==> src/uid_pkg.sv <==
// Package of offsets, fields, reset values and carriers for the UART interrupt and DMA-ready block
// Contract
// Mask bit 3 enables the modem status interrupt; reset value 0.
// Mask bit 2 enables line status interrupt, raised on each received character.
// Mask bit 1 enables interrupt raised when transmit holding register is empty.
// Mask bit 0 enables receive data interrupt at trigger level, clears below it.
// Source register flags trigger condition; flag and interrupt clear below trigger level.
// Data-ready sets when a character enters receive FIFO; clears only when empty.
// FIFO on and all four mask bits clear gives independent polled operation.
// Line status bits 1 to 4 report the reception error types seen.
// Line status bit 5 shows transmit FIFO empty.
// Line status bit 6 shows transmit FIFO and shift register both empty.
// Line status bit 7 shows any errored character held in receive FIFO.
// DMA mode 0: transmit request low while a transmit slot is free.
// DMA mode 0: receive request low while the receive holding register holds data.
// DMA mode 1: transmit interrupt sets only when transmit FIFO is completely empty.
// DMA mode 1: receive interrupt at trigger level; FIFO keeps filling until full.
// DMA mode 1: receive request stays low while fill exceeds trigger level.
// Enabled receive, transmit, line and modem conditions appear on interrupt output.
// FIFO control bit 0 selects FIFO mode; cleared means single-character holding.
// FIFO control bits 7:6 pick receive trigger level for interrupt and DMA request.
// Interrupt output high while any enabled source pending, low once all cleared.
package uid_pkg;
   // ----------------------------------------
   // Widths
   // ----------------------------------------
   localparam int ADDR_W = 3;
   localparam int DATA_W = 8;
   localparam int FIFO_DEPTH = 16;
   localparam int CNT_W = 5;

   // ----------------------------------------
   // Register offsets
   // ----------------------------------------
   localparam logic [ADDR_W-1:0] OFS_DATA = 3'h0;
   localparam logic [ADDR_W-1:0] OFS_MASK = 3'h1;
   localparam logic [ADDR_W-1:0] OFS_FCTL = 3'h2;
   localparam logic [ADDR_W-1:0] OFS_LSTAT = 3'h5;
   localparam logic [ADDR_W-1:0] OFS_MODEM = 3'h6;

   // ----------------------------------------
   // Field positions
   // ----------------------------------------
   localparam int MASK_RXD = 0;
   localparam int MASK_TXE = 1;
   localparam int MASK_LINE = 2;
   localparam int MASK_MODEM = 3;
   localparam int FCTL_EN = 0;
   localparam int FCTL_RXRST = 1;
   localparam int FCTL_TXRST = 2;
   localparam int FCTL_DMA = 3;
   localparam int FCTL_TRIG = 6;
   localparam int LS_DR = 0;
   localparam int LS_ERR = 1;
   localparam int LS_THRE = 5;
   localparam int LS_TEMT = 6;
   localparam int LS_FERR = 7;

   // ----------------------------------------
   // Reset values and source codes
   // ----------------------------------------
   localparam logic [3:0] MASK_RST = 4'h0;
   localparam logic [DATA_W-1:0] FCTL_RST = 8'h00;
   localparam logic [DATA_W-1:0] ISR_RST = 8'h01;
   localparam logic [DATA_W-1:0] LSR_RST = 8'h60;
   localparam logic [2:0] SRC_LINE = 3'h3;
   localparam logic [2:0] SRC_RXD = 3'h2;
   localparam logic [2:0] SRC_TXE = 3'h1;
   localparam logic [2:0] SRC_MODEM = 3'h0;

   // ----------------------------------------
   // Carriers
   // ----------------------------------------
   typedef struct packed {
      logic [ADDR_W-1:0] addr;
      logic [DATA_W-1:0] wdata;
      logic wr;
      logic rd;
   } uid_bus_s;

   typedef struct packed {
      logic rx_push;
      logic [2:0] rx_char_err;
      logic [DATA_W-1:0] rx_data;
      logic tx_pop;
      logic tx_shift_busy;
      logic modem_change;
      logic [DATA_W-1:0] modem_status;
   } uid_core_s;
endpackage

==> src/uid_sticky.sv <==
// Sticky flags where a set in the clearing cycle wins
module uid_sticky #(
   parameter int W = 1
) (
   // Clock and reset
   input wire logic core_clk,
   input wire logic rstn,
   // Set and clear
   input wire logic [W-1:0] set,
   input wire logic [W-1:0] clr,
   // State
   output logic [W-1:0] q
);
   logic [W-1:0] q_ff;

   if (W < 1) begin : g_bad
      $error("uid_sticky: W must be at least 1");
   end

   always_ff @(posedge core_clk or negedge rstn) begin
      if (!rstn) begin
         q_ff <= '0;
      end else begin
         q_ff <= set | (q_ff & ~clr);
      end
   end

   assign q = q_ff;
endmodule

==> src/uid_fill_cnt.sv <==
// Fill tracker of a FIFO with one tag bit per entry
module uid_fill_cnt #(
   parameter int DEPTH = 16,
   parameter int CW = 5
) (
   // Clock and reset
   input wire logic core_clk,
   input wire logic rstn,
   // Control
   input wire logic push,
   input wire logic push_tag,
   input wire logic pop,
   input wire logic flush,
   input wire logic [CW-1:0] limit,
   // Status
   output logic [CW-1:0] count,
   output logic full,
   output logic empty,
   output logic tag_any
);
   localparam int PW = $clog2(DEPTH);

   logic [PW-1:0] wr_ptr_ff;
   logic [PW-1:0] rd_ptr_ff;
   logic [CW-1:0] cnt_ff;
   logic [CW-1:0] tag_cnt_ff;
   logic [DEPTH-1:0] tag_ff;
   logic do_push;
   logic do_pop;

   if (DEPTH < 2 || (1 << PW) != DEPTH || CW != $clog2(DEPTH + 1)) begin : g_bad
      $error("uid_fill_cnt: DEPTH must be a power of two and CW fit it");
   end

   // Limit narrows the ring to one entry in holding-register mode
   assign full = (cnt_ff >= limit);
   assign empty = (cnt_ff == '0);
   assign do_push = push & ~full;
   assign do_pop = pop & ~empty;

   always_ff @(posedge core_clk or negedge rstn) begin
      if (!rstn) begin
         wr_ptr_ff <= '0;
         rd_ptr_ff <= '0;
         cnt_ff <= '0;
      end else if (flush) begin
         wr_ptr_ff <= '0;
         rd_ptr_ff <= '0;
         cnt_ff <= '0;
      end else begin
         if (do_push) begin
            wr_ptr_ff <= wr_ptr_ff + 1'b1;
         end
         if (do_pop) begin
            rd_ptr_ff <= rd_ptr_ff + 1'b1;
         end
         cnt_ff <= cnt_ff + CW'(do_push) - CW'(do_pop);
      end
   end

   always_ff @(posedge core_clk or negedge rstn) begin
      if (!rstn) begin
         tag_ff <= '0;
         tag_cnt_ff <= '0;
      end else if (flush) begin
         tag_cnt_ff <= '0;
      end else begin
         if (do_push) begin
            tag_ff[wr_ptr_ff] <= push_tag;
         end
         tag_cnt_ff <= tag_cnt_ff + CW'(do_push & push_tag) - CW'(do_pop & tag_ff[rd_ptr_ff]);
      end
   end

   assign count = cnt_ff;
   assign tag_any = (tag_cnt_ff != '0);
endmodule

==> src/uid_top.sv <==
// Interrupt enable, line status and DMA-ready signalling of a UART with 16-byte FIFOs
module uid_top #(
   parameter logic [4:0] TRIG_LVL0 = 5'h01,
   parameter logic [4:0] TRIG_LVL1 = 5'h04,
   parameter logic [4:0] TRIG_LVL2 = 5'h08,
   parameter logic [4:0] TRIG_LVL3 = 5'h0e
) (
   // Clock and reset
   input wire logic core_clk,
   input wire logic rstn,
   // Register port
   input wire uid_pkg::uid_bus_s bus,
   output logic [uid_pkg::DATA_W-1:0] rd_data,
   // UART core status, same clock
   input wire uid_pkg::uid_core_s core,
   // Towards UART core
   output logic tx_load,
   output logic [uid_pkg::DATA_W-1:0] tx_load_data,
   output logic rx_take,
   // Pins
   output logic irq,
   output logic rx_dma_request_n,
   output logic tx_dma_request_n
);
   import uid_pkg::*;

   // ----------------------------------------
   // Declarations
   // ----------------------------------------
   logic [3:0] mask_ff;
   logic fifo_en_ff;
   logic dma_mode_ff;
   logic [1:0] trig_sel_ff;
   logic [DATA_W-1:0] rd_data_ff;
   logic irq_ff;
   logic rx_req_n_ff;
   logic tx_req_n_ff;
   logic rx_hold_ff, tx_go_ff, tx_cond_ff;
   logic tx_load_ff;
   logic [DATA_W-1:0] tx_data_ff;
   logic rx_take_ff;
   logic wr_data, rd_data_reg, wr_mask, wr_fctl, rd_fctl, rd_lstat, rd_modem;
   logic mode1;
   logic rx_flush, tx_flush;
   logic [CNT_W-1:0] limit, trig, rx_cnt, tx_cnt;
   logic rx_full, rx_empty, tx_full, tx_empty;
   logic rx_err_any;
   logic rx_hit;
   logic tx_cond;
   logic [3:0] err_bits;
   logic line_pend, tx_pend, modem_pend;
   logic [3:0] pend_en;
   logic [DATA_W-1:0] isr_val;
   logic [DATA_W-1:0] lsr_val;
   logic isr_txe_shown;

   if (TRIG_LVL0 == 5'h00 || int'(TRIG_LVL3) > FIFO_DEPTH) begin : g_bad_trig
      $error("uid_top: trigger levels must lie from 1 to the FIFO depth");
   end

   // ----------------------------------------
   // Register decode
   // ----------------------------------------
   assign wr_data = bus.wr && bus.addr == OFS_DATA;
   assign rd_data_reg = bus.rd && bus.addr == OFS_DATA;
   assign wr_mask = bus.wr && bus.addr == OFS_MASK;
   assign wr_fctl = bus.wr && bus.addr == OFS_FCTL;
   assign rd_fctl = bus.rd && bus.addr == OFS_FCTL;
   assign rd_lstat = bus.rd && bus.addr == OFS_LSTAT;
   assign rd_modem = bus.rd && bus.addr == OFS_MODEM;

   always_ff @(posedge core_clk or negedge rstn) begin
      if (!rstn) begin
         mask_ff <= MASK_RST;
      end else if (wr_mask) begin
         mask_ff <= bus.wdata[3:0];
      end
   end

   // FIFO control; reset bits self-clear as they are never stored
   always_ff @(posedge core_clk or negedge rstn) begin
      if (!rstn) begin
         fifo_en_ff <= FCTL_RST[FCTL_EN];
         dma_mode_ff <= FCTL_RST[FCTL_DMA];
         trig_sel_ff <= FCTL_RST[FCTL_TRIG+:2];
      end else if (wr_fctl) begin
         fifo_en_ff <= bus.wdata[FCTL_EN];
         dma_mode_ff <= bus.wdata[FCTL_DMA];
         trig_sel_ff <= bus.wdata[FCTL_TRIG+:2];
      end
   end

   // Toggling FIFO mode flushes both, so stale depth never survives
   assign rx_flush = wr_fctl && (bus.wdata[FCTL_RXRST] || bus.wdata[FCTL_EN] != fifo_en_ff);
   assign tx_flush = wr_fctl && (bus.wdata[FCTL_TXRST] || bus.wdata[FCTL_EN] != fifo_en_ff);
   assign limit = fifo_en_ff ? CNT_W'(FIFO_DEPTH) : 5'h01;
   assign mode1 = fifo_en_ff && dma_mode_ff;

   always_comb begin
      unique case (trig_sel_ff)
         2'h0: trig = TRIG_LVL0;
         2'h1: trig = TRIG_LVL1;
         2'h2: trig = TRIG_LVL2;
         2'h3: trig = TRIG_LVL3;
      endcase
   end

   // ----------------------------------------
   // FIFO fill tracking
   // ----------------------------------------
   uid_fill_cnt #(.DEPTH(FIFO_DEPTH), .CW(CNT_W)) u_rx_fill (
      .core_clk(core_clk),
      .rstn(rstn),
      .push(core.rx_push),
      .push_tag(|core.rx_char_err),
      .pop(rd_data_reg),
      .flush(rx_flush),
      .limit(limit),
      .count(rx_cnt),
      .full(rx_full),
      .empty(rx_empty),
      .tag_any(rx_err_any)
   );

   uid_fill_cnt #(.DEPTH(FIFO_DEPTH), .CW(CNT_W)) u_tx_fill (
      .core_clk(core_clk),
      .rstn(rstn),
      .push(wr_data),
      .push_tag(1'b0),
      .pop(core.tx_pop),
      .flush(tx_flush),
      .limit(limit),
      .count(tx_cnt),
      .full(tx_full),
      .empty(tx_empty),
      .tag_any()
   );

   // ----------------------------------------
   // Pending sources
   // ----------------------------------------
   // Overrun: a character that finds the FIFO full is lost
   uid_sticky #(.W(4)) u_err (
      .core_clk(core_clk),
      .rstn(rstn),
      .set({core.rx_char_err & {3{core.rx_push}}, core.rx_push & rx_full}),
      .clr({4{rd_lstat}}),
      .q(err_bits)
   );

   uid_sticky #(.W(1)) u_line (
      .core_clk(core_clk),
      .rstn(rstn),
      .set(core.rx_push),
      .clr(rd_lstat),
      .q(line_pend)
   );

   uid_sticky #(.W(1)) u_modem (
      .core_clk(core_clk),
      .rstn(rstn),
      .set(core.modem_change),
      .clr(rd_modem),
      .q(modem_pend)
   );

   // Mode 1 waits for a fully empty FIFO; otherwise any free slot counts
   assign tx_cond = mode1 ? tx_empty : ~tx_full;

   always_ff @(posedge core_clk or negedge rstn) begin
      if (!rstn) begin
         tx_cond_ff <= 1'b0;
      end else begin
         tx_cond_ff <= tx_cond;
      end
   end

   uid_sticky #(.W(1)) u_txe (
      .core_clk(core_clk),
      .rstn(rstn),
      .set(tx_cond & ~tx_cond_ff),
      .clr(wr_data | (rd_fctl & isr_txe_shown)),
      .q(tx_pend)
   );

   // Level source: follows fill, no clear needed
   assign rx_hit = fifo_en_ff ? (rx_cnt >= trig) : ~rx_empty;

   assign pend_en = {modem_pend & mask_ff[MASK_MODEM],
                     line_pend & mask_ff[MASK_LINE],
                     tx_pend & mask_ff[MASK_TXE],
                     rx_hit & mask_ff[MASK_RXD]};

   // ----------------------------------------
   // Source and line status values
   // ----------------------------------------
   always_comb begin
      isr_val = {{2{fifo_en_ff}}, 2'h0, 3'h0, 1'b1};
      isr_txe_shown = 1'b0;
      if (pend_en[MASK_LINE]) begin
         isr_val[3:0] = {SRC_LINE, 1'b0};
      end else if (pend_en[MASK_RXD]) begin
         isr_val[3:0] = {SRC_RXD, 1'b0};
      end else if (pend_en[MASK_TXE]) begin
         isr_val[3:0] = {SRC_TXE, 1'b0};
         isr_txe_shown = 1'b1;
      end else if (pend_en[MASK_MODEM]) begin
         isr_val[3:0] = {SRC_MODEM, 1'b0};
      end
   end

   // Polled use reads these bits alone, with every mask bit clear
   always_comb begin
      lsr_val = 8'h00;
      lsr_val[LS_DR] = ~rx_empty;
      lsr_val[LS_ERR+:4] = err_bits;
      lsr_val[LS_THRE] = tx_empty;
      lsr_val[LS_TEMT] = tx_empty & ~core.tx_shift_busy;
      lsr_val[LS_FERR] = fifo_en_ff & rx_err_any;
   end

   // ----------------------------------------
   // Read data, one cycle after the strobe
   // ----------------------------------------
   always_ff @(posedge core_clk or negedge rstn) begin
      if (!rstn) begin
         rd_data_ff <= 8'h00;
      end else if (bus.rd) begin
         unique case (bus.addr)
            OFS_DATA: rd_data_ff <= core.rx_data;
            OFS_MASK: rd_data_ff <= {4'h0, mask_ff};
            OFS_FCTL: rd_data_ff <= isr_val;
            OFS_LSTAT: rd_data_ff <= lsr_val;
            OFS_MODEM: rd_data_ff <= core.modem_status;
            default: rd_data_ff <= 8'h00;
         endcase
      end
   end

   always_ff @(posedge core_clk or negedge rstn) begin
      if (!rstn) begin
         tx_load_ff <= 1'b0;
         tx_data_ff <= 8'h00;
         rx_take_ff <= 1'b0;
      end else begin
         tx_load_ff <= wr_data & ~tx_full;
         rx_take_ff <= rd_data_reg & ~rx_empty;
         if (wr_data) begin
            tx_data_ff <= bus.wdata;
         end
      end
   end

   // ----------------------------------------
   // Interrupt pin
   // ----------------------------------------
   always_ff @(posedge core_clk or negedge rstn) begin
      if (!rstn) begin
         irq_ff <= 1'b0;
      end else begin
         irq_ff <= |pend_en;
      end
   end

   // ----------------------------------------
   // DMA request pins, active low
   // ----------------------------------------
   always_ff @(posedge core_clk or negedge rstn) begin
      if (!rstn) begin
         rx_hold_ff <= 1'b0;
         tx_go_ff <= 1'b1;
      end else begin
         if (rx_empty || !mode1) begin
            rx_hold_ff <= 1'b0;
         end else if (rx_cnt >= trig) begin
            rx_hold_ff <= 1'b1;
         end
         if (tx_empty) begin
            tx_go_ff <= 1'b1;
         end else if (tx_full) begin
            tx_go_ff <= 1'b0;
         end
      end
   end

   always_ff @(posedge core_clk or negedge rstn) begin
      if (!rstn) begin
         rx_req_n_ff <= 1'b1;
         tx_req_n_ff <= 1'b0;
      end else begin
         rx_req_n_ff <= mode1 ? ~(rx_hold_ff | rx_hit) : rx_empty;
         tx_req_n_ff <= mode1 ? ~tx_go_ff : tx_full;
      end
   end

   assign rd_data = rd_data_ff;
   assign irq = irq_ff;
   assign rx_dma_request_n = rx_req_n_ff;
   assign tx_dma_request_n = tx_req_n_ff;
   assign tx_load = tx_load_ff;
   assign tx_load_data = tx_data_ff;
   assign rx_take = rx_take_ff;

   // ----------------------------------------
   // Checks
   // ----------------------------------------
   a_irq_raise: assert property (@(posedge core_clk) disable iff (!rstn) (|pend_en) |=> irq)
      else $error("irq not raised for enabled pending source");
   a_irq_drop: assert property (@(posedge core_clk) disable iff (!rstn) !(|pend_en) |=> !irq)
      else $error("irq held with no enabled source");
   a_mask_write: assert property (@(posedge core_clk) disable iff (!rstn)
      wr_mask |=> mask_ff == $past(bus.wdata[3:0]))
      else $error("mask register did not take write");
   a_rx_trigger: assert property (@(posedge core_clk) disable iff (!rstn)
      (fifo_en_ff && mask_ff[MASK_RXD] && rx_cnt < trig) |-> !pend_en[MASK_RXD])
      else $error("receive source pending below trigger");
   a_data_ready: assert property (@(posedge core_clk) disable iff (!rstn)
      core.rx_push && !rx_full && !rx_flush |=> lsr_val[LS_DR])
      else $error("data ready not set after push");
   a_temt_both: assert property (@(posedge core_clk) disable iff (!rstn)
      lsr_val[LS_TEMT] |-> (tx_cnt == 5'h00 && !core.tx_shift_busy))
      else $error("transmit empty shown while busy");
   a_rx_mode0: assert property (@(posedge core_clk) disable iff (!rstn)
      !mode1 |=> rx_dma_request_n == $past(rx_empty))
      else $error("receive request wrong in mode 0");
   a_rx_mode1: assert property (@(posedge core_clk) disable iff (!rstn)
      mode1 && rx_cnt > trig |=> !rx_dma_request_n)
      else $error("receive request high above trigger in mode 1");
   a_tx_mode0: assert property (@(posedge core_clk) disable iff (!rstn)
      !mode1 |=> tx_dma_request_n == $past(tx_full))
      else $error("transmit request wrong in mode 0");
   a_tx_block: assert property (@(posedge core_clk) disable iff (!rstn)
      mode1 && !tx_pend && !tx_cond_ff && tx_cnt != 5'h00 |=> !tx_pend)
      else $error("transmit source set with FIFO not empty");
   a_err_flag: assert property (@(posedge core_clk) disable iff (!rstn)
      core.rx_push && rx_full |=> err_bits[0])
      else $error("overrun not flagged");
endmodule

==> config.mk <==
export PLATFORM = sky130hd
export DESIGN_NAME = uid_top
export DESIGN_NICKNAME = d
export VERILOG_FILES = /design/src/uid_pkg.sv /design/src/uid_sticky.sv /design/src/uid_fill_cnt.sv /design/src/uid_top.sv
export SDC_FILE = /design/constraint.sdc
export NUM_CORES = 1
export LEC_CHECK = 0
export ABC_CLOCK_PERIOD_IN_PS = 4600
export BUFFER_PORTS_ARGS = -buffer_cell sky130_fd_sc_hd__buf_4
export CORE_MARGIN = 3
export CORE_UTILIZATION = 60
export CTS_BUF_LIST = sky130_fd_sc_hd__clkbuf_16
export DETAILED_ROUTE_END_ITERATION = 8
export GPL_ROUTABILITY_DRIVEN = 0
export HOLD_SLACK_MARGIN = 0.15
export PLACE_DENSITY = 0.81
export REMOVE_ABC_BUFFERS = 1
export SLEW_MARGIN = 20
export SYNTH_ARGS = -nofsm -noshare
export SYNTH_HDL_FRONTEND = slang
export SYNTH_HIERARCHICAL = 1
export SYNTH_SLANG_ARGS = --single-unit
==> constraint.sdc <==
create_clock -name core_clk -period 4.6 [get_ports core_clk]
set_input_delay 0.46 -clock core_clk [delete_from_list [all_inputs] [get_ports core_clk]]
set_output_delay 0.46 -clock core_clk [all_outputs]
set_load 0.01 [all_outputs]
==> impl_metrics.json <==
{
  "status": "finished clean",
  "postCtsSetupRepairBufs": 0,
  "fin_area_sq_mm": 0.00543,
  "hpwlAfterDp_um": 6980,
  "grt_pass1_vias": 3422,
  "postPlaceCellArea_sq_mm": 0.00511,
  "ctsHoldBuffers": 0,
  "syn-cell-area_sq_mm": 0.00464,
  "grtUsageTotal_pct": 23.2,
  "setup_viol": 0,
  "hold_viol": 0,
  "fin_total_pwr_uw": 3290,
  "start_util_pct": 62.9,
  "drive_gt1_share_pct": 21.1,
  "numPortBuffers": 58,
  "die_area_sq_mm": 0.00882,
  "p_leak_uw": 0.00257,
  "power_frac_seq_pct": 34.7,
  "diodes": 0,
  "cts_buffers": 9,
  "cp.arrival_ns": 3.83,
  "crit_required_ns": 4.84,
  "path_cells": "inv_1 > ha_1 > nor4b_1 > nor2b_1 > and2_1 > ha_1 > inv_1 > ha_1 > inv_1 > fa_1 > inv_1 > a21oi_1 > nor2_1 > or3_1 > a21oi_1",
  "multiInputGateArea_sq_mm": 0.00240,
  "yosysWarnings": 6,
  "cp_max_fo": 6,
  "fin_hold_ws_ns": 0.274,
  "largest_reg_flops": 16,
  "p_sw_share_pct": 36.2,
  "viasPerCell": 5.75,
  "hold_class": "in2async",
  "critPathCaptureType": "flop",
  "worst_slack_ns": 1.01,
  "critical_path_class": "reg2reg",
  "fmax_mhz": 278,
  "finalWirelength_um": 9780,
  "final_nets": 571,
  "cts.path.max_buffers": 2,
  "avgSynthCellArea_sq_um": 10.7,
  "power.internal_uw": 2100,
  "cp-start-kind": "flop",
  "ff_latch_area_sq_mm": 0.00195,
  "cts_num_sinks": 78,
  "grt_max_degree": 79,
  "slew_headroom_pct": 35.0,
  "power_density_mw_per_mm2": 606,
  "timing.final.crit_share_pct": 78.1,
  "rsz0062_at_grt": "false",
  "maxSlewViolCount": 0,
  "maxCapViolCount": 0,
  "fin_tns_setup_ns": 0,
  "cts_resized": 0,
  "firstDrtPassIters": 5,
  "slowest_stage": "nor4b_1",
  "syn2layout_area_growth_pct": 17.0,
  "dr_total_vias": 3432,
  "path_clk_slew_ns": 0.06,
  "cts_tree": "built",
  "clockPowerShare_pct": 23.1,
  "p_comb_share_pct": 42.2,
  "dpl_worst_slack_ns": 0.993,
  "dieWidth_um": 93.9,
  "ant_nets": 0,
  "worst_slew_pin_slew_ns": 0.975,
  "fin_crit_ns": 3.59,
  "drt-wirelength-per-cell_um": 16.4,
  "cpMostUsedCell": "inv_1",
  "drtIter0Drc": 192,
  "h-tree-depth": 3,
  "grt_first_pass_wirelength_um": 16100,
  "cts_root_buf": "clkbuf_16",
  "clock_latency_ns": 0.33,
  "overflow": 0,
  "irDropWorstVdd_v": 0.000334,
  "coreArea_sq_mm": 0.00737,
  "ios": 59,
  "floorplan.rows": 31,
  "antenna_found_initial": 0,
  "drc": 0,
  "syn_inst": 435,
  "die_h_um": 93.9,
  "max_stage_delay_ns": 0.72,
  "skew_ns": 0.00536,
  "fillers": 527,
  "switchingPower_uw": 1190
}
==> worst max-delay path: cells and delay by family (launching register included) <==
kind | cells | cell delay (ns)
buffers and inverters | 4 | 0.28
adders and majority gates | 4 | 0.79
and+or+nand+nor | 5 | 1.73
AOI/OAI and AO/OA | 2 | 0.28
DFF | 1 | 0.44
==> cell type report <==
| cell class | instances | area share (%) |
|---|---|---|
| clock buffer | 9 | 4.15 |
| tap | 99 | 2.28 |
| clock inverter | 7 | 1.80 |
| sequential | 78 | 36.0 |
| multi-input combinational | 297 | 44.3 |
| timing repair buffer | 59 | 8.16 |
| inverter | 48 | 3.32 |
==> layer usage <==
| layer | GRT usage, % | part of all wire, % | routed length (um) | up-vias |
|---|---|---|---|---|
| met1 | 30.2 | 42 | 4130 | 1711 |
| li1 | - | - | - | 1623 |
| met3 | 4.33 | 4.8 | 470 | 6 |
| met5 | 0 | 0 | 0 | - |
| met2 | 40.2 | 52 | 5110 | 92 |
| met4 | 5.42 | 0.70 | 68 | 0 |
==> final timing paths <==
| check | from | to | slack [ns] | cells after the start |
|---|---|---|---|---|
| worst max-delay path | u_rx_fill/count[3] | u_rx_fill/tag_cnt_ff[4] | 1.01 | 15 |
| worst min-delay path | rstn | rd_data[5] | 0.27 | 1 |
| worst max register to register | u_rx_fill/count[3] | u_rx_fill/tag_cnt_ff[4] | 1.01 | 15 |
| worst min register to register | rx_hold_ff | rx_dma_request_n | 0.43 | 1 |
| max in group asynchronous | rstn | u_rx_fill/wr_ptr_ff[2] | 3.68 | 1 |
| min in group core_clk | core[8] | u_modem/q | 0.32 | 2 |
==> power by group through the flow <==
stage / Sequential, uW / Clock, uW / Combinational [uW]
CTS: 1140 / 774 / 1390
floorplan: 1100 / 0 / 1020
finish: 1140 / 761 / 1390
global placement: 1140 / 0 / 1280
detailed placement: 1150 / 0 / 1350
global route: 1170 / 803 / 1570
==> cells in the final DEF (no fill, tap or decap), types with 2 or more instances in the layout <==
cell type  instances
conb_1             6
fa_1               3
or3_1              2
bufinv_16          2
o21a_1             3
o22ai_1            3
nand3_1           20
and2_1            11
mux2_2            15
dfrtp_1           76
xor2_1             7
a211o_1            2
mux4_1             4
and3_1             4
nor2_1            25
nand2_1           21
a21o_1            16
or2_0              2
nor2b_1           15
o41ai_2            2
o21ai_0            8
xnor2_1            9
a22o_1             5
dfstp_2            2
clkbuf_16          9
mux2_1            16
o21ai_1            9
nor4b_1            2
buf_4             59
ha_1              37
nor3_1             2
clkinv_4           2
inv_1             47
nand4_1            3
mux2i_1            5
a21oi_1           10
a22oi_1           11
==> through the flow <==
stage | cells | util [%]
3_3_place_gp | 581 | 69.3
4_1_cts | 597 | 73.7
6_report | 597 | 73.7
2_1_floorplan | 423 | -
5_1_grt | 597 | 73.7
3_5_place_dp | 581 | 69.3
(Power assumes the default switching activity.)
